File: src/rtl/lpm_pkg.sv
// Shared constants for the low-power mode entry and exit pair
package lpm_pkg;
	// ***************************************************************
	// Device-side register select codes and fields
	// ***************************************************************
	localparam logic [1:0] LPM_SEL_PROTECT  = 2'h0; // Write-protect register
	localparam logic [1:0] LPM_SEL_CM1      = 2'h1; // Clock mode register one
	localparam logic [1:0] LPM_SEL_WAKE_LVL = 2'h2; // Wake level register
	localparam int         LPM_UNLOCK_POS   = 0;    // Clock write-unlock bit
	localparam int         LPM_STOP_POS     = 0;    // All-clock-stop bit
	localparam int         LPM_LVL_W        = 3;    // Threshold and priority width
	localparam logic [2:0] LPM_THR_MAX      = 3'h7; // Threshold that blocks all maskable wakes
	localparam logic [2:0] LPM_THR_RST      = 3'h0; // Threshold after reset
	// ***************************************************************
	// Controller APB register map
	// ***************************************************************
	localparam logic [11:0] LPM_OFF_CTRL   = 12'h000; // Command register
	localparam logic [11:0] LPM_OFF_CFG    = 12'h004; // Priority setup register
	localparam logic [11:0] LPM_OFF_STATUS = 12'h008; // Status register
	localparam int CTRL_STOP_POS  = 0; // Enter stop mode
	localparam int CTRL_WAIT_POS  = 1; // Enter wait mode
	localparam int CTRL_RESET_POS = 2; // Hardware reset of the device
	localparam int CTRL_NMI_POS   = 3; // Raise the non-maskable interrupt
	localparam int CFG_PRIO_POS   = 0; // Wake source priority, 3 bits
	localparam int CFG_IPL_POS    = 4; // Processor priority level, 3 bits
	localparam int ST_BUSY_POS    = 0; // Sequence in progress
	localparam int ST_STOP_POS    = 1; // Device in stop mode
	localparam int ST_WAIT_POS    = 2; // Device in wait mode
	localparam int ST_DUMMY_POS   = 3; // Dummy interrupt owed
	localparam int ST_WOKE_POS    = 4; // Sticky: a wake was serviced
	localparam int ST_THR_POS     = 8; // Threshold readback, 3 bits
	localparam logic [7:0] LPM_CFG_RST = 8'h00; // Priority setup reset value
	// ***************************************************************
	// Timing
	// ***************************************************************
	localparam int CLK_PERIOD_NS  = 20;    // pclk period
	localparam int OSC_STABLE_NS  = 10000; // Oscillator settle time
	localparam int OSC_STABLE_CYC = (OSC_STABLE_NS + CLK_PERIOD_NS - 1) / CLK_PERIOD_NS;
	localparam int WAIT_NOP_SLOTS = 4;     // Slots after the wait instruction
	localparam int STOP_SLOTS     = 5;     // Short jump plus four slots
endpackage : lpm_pkg

File: src/rtl/lpm_if.sv
// Link between the CPU-side controller and the low-power device logic
`timescale 1ns/1ps
interface lpm_if;
	logic       wr_valid;   // Register write strobe
	logic [1:0] wr_addr;    // Register select
	logic [7:0] wr_data;    // Register write data
	logic       wait_exec;  // Wait instruction executed
	logic       int_enable; // Interrupt enable flag
	logic [2:0] processor_priority_level;        // Processor priority level
	logic       irq_req;    // Maskable interrupt request
	logic [2:0] irq_level;  // Its priority level
	logic       nmi_req;    // Non-maskable interrupt request
	logic       dummy_int;  // Dummy software interrupt
	logic       dev_rst_n;  // Hardware reset, active low
	logic       clk_run;    // Clocks running
	logic       in_stop;    // Stop mode
	logic       in_wait;    // Wait mode
	logic       queue_exec; // Queued instruction executed
	logic       irq_taken;  // Interrupt service started
	logic       wake_nmi;   // Last service was the NMI
	logic [2:0] thr_rd;     // Threshold readback
	modport cpu (output wr_valid, wr_addr, wr_data, wait_exec, int_enable, processor_priority_level,
		irq_req, irq_level, nmi_req, dummy_int, dev_rst_n,
		input clk_run, in_stop, in_wait, queue_exec, irq_taken, wake_nmi, thr_rd);
	modport dev (input wr_valid, wr_addr, wr_data, wait_exec, int_enable, processor_priority_level,
		irq_req, irq_level, nmi_req, dummy_int, dev_rst_n,
		output clk_run, in_stop, in_wait, queue_exec, irq_taken, wake_nmi, thr_rd);
endinterface : lpm_if

File: src/rtl/lpm_delay.sv
// Down counter that times reset hold and instruction slots
`timescale 1ns/1ps
module lpm_delay #(
	parameter int W = 10 // Counter width
) (
	input  wire logic         pclk,    // System clock
	input  wire logic         presetn, // Async reset, active low
	input  wire logic         load,    // Start a new count
	input  wire logic [W-1:0] count,   // Cycles to run
	output logic              busy     // High while counting
);
	logic [W-1:0] left;

	// Count down to zero; a load restarts at once
	always_ff @(posedge pclk or negedge presetn) begin
		if (!presetn) begin
			left <= '0;
		end else if (load) begin
			left <= count;
		end else if (left != '0) begin
			left <= left - 1'b1;
		end
	end

	assign busy = (left != '0);
endmodule : lpm_delay

File: src/rtl/lpm_cpu.sv
// CPU-side controller: APB registers and entry, exit and reset sequences
// Operation
// [RULE1] Reset held low until oscillator settles
// [RULE2] Four no-op slots after wait instruction
// [RULE3] Queued instruction runs before wake interrupt
// [RULE4] Short jump then four no-ops after stop
// [RULE5] Stop bit writable only while unlocked
// [RULE6] Threshold is three bits, set to seven
// [RULE7] Wake only when level exceeds threshold
// [RULE8] Other interrupt priorities set to zero
// [RULE9] Threshold equals processor level, then enable
// [RULE10] Threshold back to seven after exit
// [RULE11] Dummy interrupt after NMI exit before stop
// [RULE12] Wait instruction enters wait after preparation
// [RULE13] Accepted wake restarts clocks and CPU
//
// Local design decisions: the address map and register access over APB.
`timescale 1ns/1ps
module lpm_cpu
	import lpm_pkg::*;
#(
	parameter int OSC_CYC = lpm_pkg::OSC_STABLE_CYC // Reset hold in cycles
) (
	input  wire logic        pclk,    // System clock
	input  wire logic        presetn, // Async reset, active low
	input  wire logic        psel,    // APB select
	input  wire logic        penable, // APB enable
	input  wire logic        pwrite,  // APB direction
	input  wire logic [11:0] paddr,   // APB address
	input  wire logic [31:0] pwdata,  // APB write data
	output logic [31:0]      prdata,  // APB read data
	output logic             pready,  // APB ready
	output logic             pslverr, // APB error
	input  wire logic        irq_in,  // Wake source request level
	lpm_if.cpu               lnk      // Link to the device
);
	typedef enum logic [3:0] {
		LPC_INIT, LPC_IDLE, LPC_DUMMY, LPC_THR, LPC_IE, LPC_UNLOCK, LPC_STOPW,
		LPC_WAITI, LPC_SLOTS, LPC_SLEEP, LPC_RESTORE, LPC_RELOCK, LPC_RST, LPC_RSTH
	} lpm_cst_e;

	typedef struct packed {
		lpm_cst_e   st;      // Sequencer state
		logic       is_stop; // Current entry is stop mode
		logic [7:0] cfg;     // Priority setup
		logic       owe_dmy; // Dummy interrupt owed
		logic       woke;    // Sticky wake seen
		logic       ie;      // Interrupt enable flag
		logic       nmi;     // NMI raised
		logic       wv;      // Write strobe
		logic [1:0] wa;      // Write select
		logic [7:0] wd;      // Write data
		logic       wexec;   // Wait instruction pulse
		logic       dmy;     // Dummy interrupt pulse
		logic       rst_n;   // Device reset
		logic [2:0] thr;     // Last threshold written
		logic       ld;      // Delay load
		logic [9:0] ldv;     // Delay count
		logic       seq_wk;  // Wake seen in this sequence
	} lpm_cpu_s;

	lpm_cpu_s r, next_r;
	logic     dly_busy;
	logic     wr_acc;

	lpm_delay #(.W(10)) u_dly (
		.pclk    (pclk),
		.presetn (presetn),
		.load    (r.ld),
		.count   (r.ldv),
		.busy    (dly_busy)
	);

	// ***************************************************************
	// APB slave, zero wait states
	// ***************************************************************
	assign pready  = 1'b1;
	assign pslverr = 1'b0;
	assign wr_acc  = psel && penable && pwrite;

	// Read mux; unmapped offsets read zero
	always_comb begin
		prdata = 32'h0000_0000;
		unique case (paddr)
			LPM_OFF_CFG: prdata[7:0] = r.cfg;
			LPM_OFF_STATUS: begin
				prdata[ST_BUSY_POS]  = (r.st != LPC_IDLE);
				prdata[ST_STOP_POS]  = lnk.in_stop;
				prdata[ST_WAIT_POS]  = lnk.in_wait;
				prdata[ST_DUMMY_POS] = r.owe_dmy;
				prdata[ST_WOKE_POS]  = r.woke;
				prdata[ST_THR_POS +: 3] = r.thr;
			end
			default: prdata = 32'h0000_0000;
		endcase
	end

	// ***************************************************************
	// Sequencer
	// ***************************************************************
	always_comb begin
		next_r       = r;
		next_r.wv    = 1'b0;
		next_r.wexec = 1'b0;
		next_r.dmy   = 1'b0;
		next_r.ld    = 1'b0;
		// Only the chosen source carries a level, all others sit at zero
		if (wr_acc && paddr == LPM_OFF_CFG) next_r.cfg = pwdata[7:0]; // [RULE8]
		if (wr_acc && paddr == LPM_OFF_STATUS && pwdata[ST_WOKE_POS]) next_r.woke = 1'b0;
		if (lnk.irq_taken) begin
			next_r.nmi = 1'b0;
			if (lnk.wake_nmi && r.st != LPC_IDLE) next_r.owe_dmy = 1'b1; // [RULE11]
		end
		if (lnk.irq_taken && (r.st == LPC_SLOTS || r.st == LPC_SLEEP)) begin
			next_r.woke   = 1'b1;
			next_r.seq_wk = 1'b1;
		end
		// NMI may be raised at any time
		if (wr_acc && paddr == LPM_OFF_CTRL && pwdata[CTRL_NMI_POS]) next_r.nmi = 1'b1;
		unique case (r.st)
			LPC_INIT: begin
				// Block every maskable wake before any priority is handed out
				next_r.wv = 1'b1; // [RULE6]
				next_r.wa = LPM_SEL_WAKE_LVL;
				next_r.wd = {5'h00, LPM_THR_MAX};
				next_r.thr = LPM_THR_MAX;
				next_r.st = LPC_IDLE;
			end
			LPC_IDLE: begin
				if (wr_acc && paddr == LPM_OFF_CTRL) begin
					if (pwdata[CTRL_RESET_POS]) begin
						next_r.st = LPC_RST;
					end else if (pwdata[CTRL_STOP_POS]) begin
						next_r.is_stop = 1'b1;
						next_r.st = r.owe_dmy ? LPC_DUMMY : LPC_THR; // [RULE11]
					end else if (pwdata[CTRL_WAIT_POS]) begin
						next_r.is_stop = 1'b0;
						next_r.st = LPC_THR; // [RULE12]
					end
				end
			end
			LPC_DUMMY: begin
				next_r.dmy = 1'b1; // [RULE11]
				// An NMI service in this very cycle still leaves a debt
				next_r.owe_dmy = lnk.irq_taken && lnk.wake_nmi;
				next_r.st = LPC_THR;
			end
			LPC_THR: begin
				// Threshold follows the processor level already set
				next_r.wv = 1'b1; // [RULE9]
				next_r.wa = LPM_SEL_WAKE_LVL;
				next_r.wd = {5'h00, r.cfg[CFG_IPL_POS +: 3]};
				next_r.thr = r.cfg[CFG_IPL_POS +: 3];
				next_r.st = LPC_IE;
			end
			LPC_IE: begin
				next_r.ie = 1'b1; // [RULE9]
				next_r.st = r.is_stop ? LPC_UNLOCK : LPC_WAITI;
			end
			LPC_UNLOCK: begin
				next_r.wv = 1'b1; // [RULE5]
				next_r.wa = LPM_SEL_PROTECT;
				next_r.wd = 8'h01;
				next_r.st = LPC_STOPW;
			end
			LPC_STOPW: begin
				next_r.wv = 1'b1; // [RULE5]
				next_r.wa = LPM_SEL_CM1;
				next_r.wd = 8'h01;
				next_r.ld = 1'b1; // [RULE4]
				next_r.ldv = 10'(STOP_SLOTS);
				next_r.st = LPC_SLOTS;
			end
			LPC_WAITI: begin
				next_r.wexec = 1'b1; // [RULE12]
				next_r.ld = 1'b1; // [RULE2]
				next_r.ldv = 10'(WAIT_NOP_SLOTS);
				next_r.st = LPC_SLOTS;
			end
			LPC_SLOTS: begin
				// Filler slots so the prefetched queue holds only no-ops
				if (!dly_busy && !r.ld) next_r.st = LPC_SLEEP; // [RULE2] [RULE4]
			end
			LPC_SLEEP: begin
				// The sticky status bit is software's; a stale one must not end a sleep
				if (lnk.irq_taken || r.seq_wk) next_r.st = LPC_RESTORE;
			end
			LPC_RESTORE: begin
				next_r.wv = 1'b1; // [RULE10]
				next_r.seq_wk = 1'b0;
				next_r.wa = LPM_SEL_WAKE_LVL;
				next_r.wd = {5'h00, LPM_THR_MAX};
				next_r.thr = LPM_THR_MAX;
				next_r.st = r.is_stop ? LPC_RELOCK : LPC_IDLE;
			end
			LPC_RELOCK: begin
				next_r.wv = 1'b1;
				next_r.wa = LPM_SEL_PROTECT;
				next_r.wd = 8'h00;
				next_r.st = LPC_IDLE;
			end
			LPC_RST: begin
				// Hold reset low until the oscillator has settled
				next_r.rst_n = 1'b0; // [RULE1]
				next_r.ld = 1'b1;
				next_r.ldv = 10'(OSC_CYC);
				next_r.st = LPC_RSTH;
			end
			LPC_RSTH: begin
				if (!dly_busy && !r.ld) begin
					next_r.rst_n = 1'b1; // [RULE1]
					next_r.ie = 1'b0;
					next_r.owe_dmy = 1'b0;
					next_r.nmi = 1'b0;
					next_r.st = LPC_INIT;
				end
			end
		endcase
	end

	// State register
	always_ff @(posedge pclk or negedge presetn) begin
		if (!presetn) begin
			r <= '{st: LPC_INIT, is_stop: 1'b0, cfg: LPM_CFG_RST, owe_dmy: 1'b0,
				woke: 1'b0, ie: 1'b0, nmi: 1'b0, wv: 1'b0, wa: 2'h0, wd: 8'h00,
				wexec: 1'b0, dmy: 1'b0, rst_n: 1'b1, thr: LPM_THR_RST,
				ld: 1'b0, ldv: 10'h000, seq_wk: 1'b0};
		end else begin
			r <= next_r;
		end
	end

	// ***************************************************************
	// Link drive
	// ***************************************************************
	assign lnk.wr_valid   = r.wv;
	assign lnk.wr_addr    = r.wa;
	assign lnk.wr_data    = r.wd;
	assign lnk.wait_exec  = r.wexec;
	assign lnk.int_enable = r.ie;
	assign lnk.processor_priority_level        = r.cfg[CFG_IPL_POS +: 3];
	assign lnk.irq_req    = irq_in;
	assign lnk.irq_level  = r.cfg[CFG_PRIO_POS +: 3]; // [RULE8]
	assign lnk.nmi_req    = r.nmi;
	assign lnk.dummy_int  = r.dmy;
	assign lnk.dev_rst_n  = r.rst_n;
endmodule : lpm_cpu

File: src/flat_wrapper.sv
// flat-port wrapper written by rule: the top's interface ports become plain ports
module lpm_cpu_flat import lpm_pkg::*;
#(
	parameter int OSC_CYC = lpm_pkg::OSC_STABLE_CYC                        
)
  (pclk, presetn, psel, penable, pwrite, paddr, pwdata, prdata, pready, pslverr, irq_in, lnk_wr_valid, lnk_wr_addr, lnk_wr_data, lnk_wait_exec, lnk_int_enable, lnk_processor_priority_level, lnk_irq_req, lnk_irq_level, lnk_nmi_req, lnk_dummy_int, lnk_dev_rst_n, lnk_clk_run, lnk_in_stop, lnk_in_wait, lnk_queue_exec, lnk_irq_taken, lnk_wake_nmi, lnk_thr_rd);
  lpm_if lnk_i ();
  input  wire logic pclk;
  input  wire logic presetn;
  input  wire logic psel;
  input  wire logic penable;
  input  wire logic pwrite;
  input  wire logic [11:0] paddr;
  input  wire logic [31:0] pwdata;
  output logic [31:0] prdata;
  output logic pready;
  output logic pslverr;
  input  wire logic irq_in;
  output wire logic [$bits(lnk_i.wr_valid)-1:0] lnk_wr_valid;
  output wire logic [$bits(lnk_i.wr_addr)-1:0] lnk_wr_addr;
  output wire logic [$bits(lnk_i.wr_data)-1:0] lnk_wr_data;
  output wire logic [$bits(lnk_i.wait_exec)-1:0] lnk_wait_exec;
  output wire logic [$bits(lnk_i.int_enable)-1:0] lnk_int_enable;
  output wire logic [$bits(lnk_i.processor_priority_level)-1:0] lnk_processor_priority_level;
  output wire logic [$bits(lnk_i.irq_req)-1:0] lnk_irq_req;
  output wire logic [$bits(lnk_i.irq_level)-1:0] lnk_irq_level;
  output wire logic [$bits(lnk_i.nmi_req)-1:0] lnk_nmi_req;
  output wire logic [$bits(lnk_i.dummy_int)-1:0] lnk_dummy_int;
  output wire logic [$bits(lnk_i.dev_rst_n)-1:0] lnk_dev_rst_n;
  input wire logic [$bits(lnk_i.clk_run)-1:0] lnk_clk_run;
  input wire logic [$bits(lnk_i.in_stop)-1:0] lnk_in_stop;
  input wire logic [$bits(lnk_i.in_wait)-1:0] lnk_in_wait;
  input wire logic [$bits(lnk_i.queue_exec)-1:0] lnk_queue_exec;
  input wire logic [$bits(lnk_i.irq_taken)-1:0] lnk_irq_taken;
  input wire logic [$bits(lnk_i.wake_nmi)-1:0] lnk_wake_nmi;
  input wire logic [$bits(lnk_i.thr_rd)-1:0] lnk_thr_rd;
  assign lnk_wr_valid = lnk_i.wr_valid;
  assign lnk_wr_addr = lnk_i.wr_addr;
  assign lnk_wr_data = lnk_i.wr_data;
  assign lnk_wait_exec = lnk_i.wait_exec;
  assign lnk_int_enable = lnk_i.int_enable;
  assign lnk_processor_priority_level = lnk_i.processor_priority_level;
  assign lnk_irq_req = lnk_i.irq_req;
  assign lnk_irq_level = lnk_i.irq_level;
  assign lnk_nmi_req = lnk_i.nmi_req;
  assign lnk_dummy_int = lnk_i.dummy_int;
  assign lnk_dev_rst_n = lnk_i.dev_rst_n;
  assign lnk_i.clk_run = lnk_clk_run;
  assign lnk_i.in_stop = lnk_in_stop;
  assign lnk_i.in_wait = lnk_in_wait;
  assign lnk_i.queue_exec = lnk_queue_exec;
  assign lnk_i.irq_taken = lnk_irq_taken;
  assign lnk_i.wake_nmi = lnk_wake_nmi;
  assign lnk_i.thr_rd = lnk_thr_rd;
  lpm_cpu #(.OSC_CYC(OSC_CYC)) u_core (.pclk(pclk), .presetn(presetn), .psel(psel), .penable(penable), .pwrite(pwrite), .paddr(paddr), .pwdata(pwdata), .prdata(prdata), .pready(pready), .pslverr(pslverr), .irq_in(irq_in), .lnk(lnk_i));
endmodule
File: config.mk
export PLATFORM = sky130hd
export DESIGN_NAME = lpm_cpu_flat
export DESIGN_NICKNAME = d
export VERILOG_FILES = /design/src/rtl/lpm_pkg.sv /design/src/rtl/lpm_if.sv /design/src/rtl/lpm_delay.sv /design/src/rtl/lpm_cpu.sv /design/src/flat_wrapper.sv
export SDC_FILE = /design/constraint.sdc
export NUM_CORES = 1
export LEC_CHECK = 0
export ABC_AREA = 1
export BUFFER_PORTS_ARGS = -buffer_cell sky130_fd_sc_hd__buf_4
export CAP_MARGIN = 20
export CORE_MARGIN = 2
export CORE_UTILIZATION = 51
export DETAILED_ROUTE_END_ITERATION = 10
export GPL_ROUTABILITY_DRIVEN = 0
export HOLD_SLACK_MARGIN = 0.15
export PLACE_DENSITY = 0.87
export SLEW_MARGIN = 20
export SYNTH_ARGS = -nofsm -noshare
export SYNTH_HDL_FRONTEND = slang
export SYNTH_SLANG_ARGS = --single-unit
File: constraint.sdc
create_clock -name pclk -period 2.63 [get_ports pclk]
set_clock_uncertainty 0.2 [all_clocks]
set_input_delay 0.263 -clock pclk [delete_from_list [all_inputs] [get_ports pclk]]
set_output_delay 0.263 -clock pclk [all_outputs]
set_load 0.05 [all_outputs]
==> reports/results.tsv <==
metric	value	unit
crit_arrival	2.50	ns
p_leak	1.72	nW
grt_usage	20.4	%
clk_pin_slew_worst_paths	0.09	ns
fin_ws	0.186	ns
grt_start_max_net_pins	45	
powerDensity	805	nW/um^2
clock_path_buffers	2	
status	finished clean	
antenna_cells	0	
drt_iter0_drc	219	
routed_via_density	4.84	
grt_setup_unrepaired	false	
nets	466	
critPathCaptureType	flop	
remaining_drc_errors	0	
wl_per_cell	12.0	um
io_pins	116	
grt_antenna_before_repair	0	
slew_headroom	63.4	%
rr_worst_depth	7	
synth_top_area_share	41.1	%
synthesis.area	2620	um^2
post_cts_resized	0	
hp-class	in -> reg	
peakVddDrop	0.381	mV
grt_pass1_vias	2055	
yosysSeqAreaShare	42.1	%
die_h	75.7	um
cp_max_fo	7	
fillers	425	
die-area	5730	um^2
holdWs	0.264	ns
h-tree-depth	2	
drv_cap	0	
hold_buffers	14	
finalCriticalPeriod	2.44	ns
portBuffers	56	
placed_area	2910	um^2
drt-pass1-iter-count	4	
ys_types	36	
regArea	1100	um^2
root_buffer	clkbuf_8	
slew_violations	0	
coreArea	5040	um^2
grt_pass1_wl	8.96	mm
synth_seq_cells	44	
cts_made_buffers	5	
drive_gt1_share	20.0	%
post_cts_buffers	0	
final_util	62.7	%
setup_viol_count_final	0	
synth_area_leaders	dfrtp_1 41%, buf_4 11%, nand2_1 10%	
overflow	0	
area_growth	20.6	%
cts_tree	built	
chipWidth	75.7	um
syn_inst	344	
tns	0	ns
start_kind	flop	
clk_latency	0.31	ns
fin_area	3160	um^2
syn-mean-instance-area	7.62	um^2
routed_wl	5.71	mm
row_count	26	
multi_input_area	1130	um^2
yosys_warnings	0	
vias	2304	
post-place-ws	0.593	ns
dp_hpwl	4.12	mm
hold_violations	0	
start_util	52.0	%
required	2.68	ns
drtAntennaViolNets	0	
worst_pin_slew	0.550	ns
post-route-period-util	92.9	%
fmax	409	MHz
hold_depth	5	
synth_top_area_cell	dfrtp_1	
crit_type	reg -> reg	
cts.sinks	44	
## stage by stage
step                std cells  power [mW]
detailed placement        454        2.00
floorplan                 370        1.81
global placement          454        1.96
global route              476        2.72
CTS                       476        2.54
finish                    476        2.55
## where the power goes
part	leakage, nW	internal [mW]	switching (mW)	total (mW)
Clock	0.0541	0.281	0.246	0.527
Combinational	1.15	0.335	0.721	1.06
Sequential	0.521	0.828	0.135	0.963
Total	1.72	1.44	1.10	2.55
## synthesized netlist by cell type
master,instances
o221ai_1,1
dfrtp_1,43
and3_1,1
a21oi_1,15
a21oi_2,1
nand2_1,72
a211oi_1,1
nand2_2,2
nand3_2,1
conb_1,2
nor2_1,49
ha_1,2
nor3b_1,1
nor3_1,4
o211ai_1,1
inv_6,1
buf_2,1
nand2_4,2
dfstp_2,1
o21ai_1,4
nor3_2,1
o22ai_1,1
o21ai_0,20
nor2_2,2
inv_2,2
a22oi_1,2
nand4_2,1
buf_4,40
nand4_1,3
xor2_1,6
inv_1,41
or2_2,1
nor2_4,2
buf_6,1
nand3b_1,1
nand3_1,15
## worst max-delay path, cell delays in order (launching register included)
cell and delay (ns):
dfrtp_1 0.48, nor2_2 0.21, inv_2 0.07, nor2_4 0.17
nand3_1 0.11, dlygate4sd3_1 0.57, nand2_1 0.06, dlygate4sd3_1 0.53
## per-layer routing
layer | part of all wire [%] | GRT usage, % | wire length, um | vias up
li1 | - | - | - | 1130
met1 | 42 | 27.7 | 2390 | 1072
met2 | 50 | 32.9 | 2860 | 93
met3 | 6.6 | 4.37 | 376 | 9
met4 | 1.5 | 6.43 | 85 | 0
met5 | 0 | 0 | 0 | -
## worst paths after layout
kind | from | end | slack (ns)
hold reg to reg | u_core.lnk.dev_rst_n$_DFFE_PN1P_ | u_core.lnk.dev_rst_n$_DFFE_PN1P_ | 0.28
setup / recovery | u_core.r[45]$_DFFE_PN0P_ | u_core.r[41]$_DFFE_PN0P_ | 0.19
hold / removal | penable | u_core.lnk.processor_priority_level[0]$_DFFE_PN0P_ | 0.26
min in group asynchronous | presetn | u_core.u_dly.left[7]$_DFFE_PN0P_ | 0.28
max in group asynchronous | presetn | u_core.lnk.dev_rst_n$_DFFE_PN1P_ | 1.56
setup reg to reg | u_core.r[45]$_DFFE_PN0P_ | u_core.r[41]$_DFFE_PN0P_ | 0.19
## registers in the layout, summed over array words and instances (netlist names)
name / cells
u_core.r: 17
u_core.lnk.wr_valid: 1
u_core.lnk.irq_level: 3
u_core.lnk.wr_data: 3
u_core.lnk.dummy_int: 1
u_core.lnk.dev_rst_n: 1
u_core.lnk.wait_exec: 1
u_core.lnk.int_enable: 1
u_core.lnk.processor_priority_level: 3
u_core.lnk.nmi_req: 1
u_core.lnk.wr_addr: 2
u_core.u_dly.left: 10
## logic make-up after synthesis
kind of cell               after synthesis  share of synthesized area (%)
and+or+nand+nor                        158                           26.6
DFF                                     44                           42.1
adders and majority gates                2                          0.955
buffers and inverters                   86                           18.6
xor gates and xnor gates                 6                           2.00
other                                    2                          0.287
AOI/OAI and AO/OA                       46                           9.50
## final cells by class
cell class	instances	share of cell area (%)
clock buffer	5	2.18
inverter	44	5.38
tap	70	2.77
clock inverter	3	1.35
multi-input combinational	240	35.7
timing repair buffer	70	17.7
sequential	44	34.9
## cells in the final DEF (no fill, tap or decap), types with 2 or more instances in the layout
master / count
nand2_1: 72
buf_4: 56
nor2_1: 49
dfrtp_1: 43
inv_1: 41
conb_1: 28
o21ai_0: 20
nand3_1: 15
a21oi_1: 15
dlygate4sd3_1: 14
xor2_1: 6
clkbuf_8: 5
nor3_1: 4
o21ai_1: 4
nand4_1: 3
nor2_4: 2
nand2_4: 2
nand2_2: 2
nor2_2: 2
inv_2: 2
a22oi_1: 2
ha_1: 2
No activity file was read; power rests on OpenSTA's default activity.
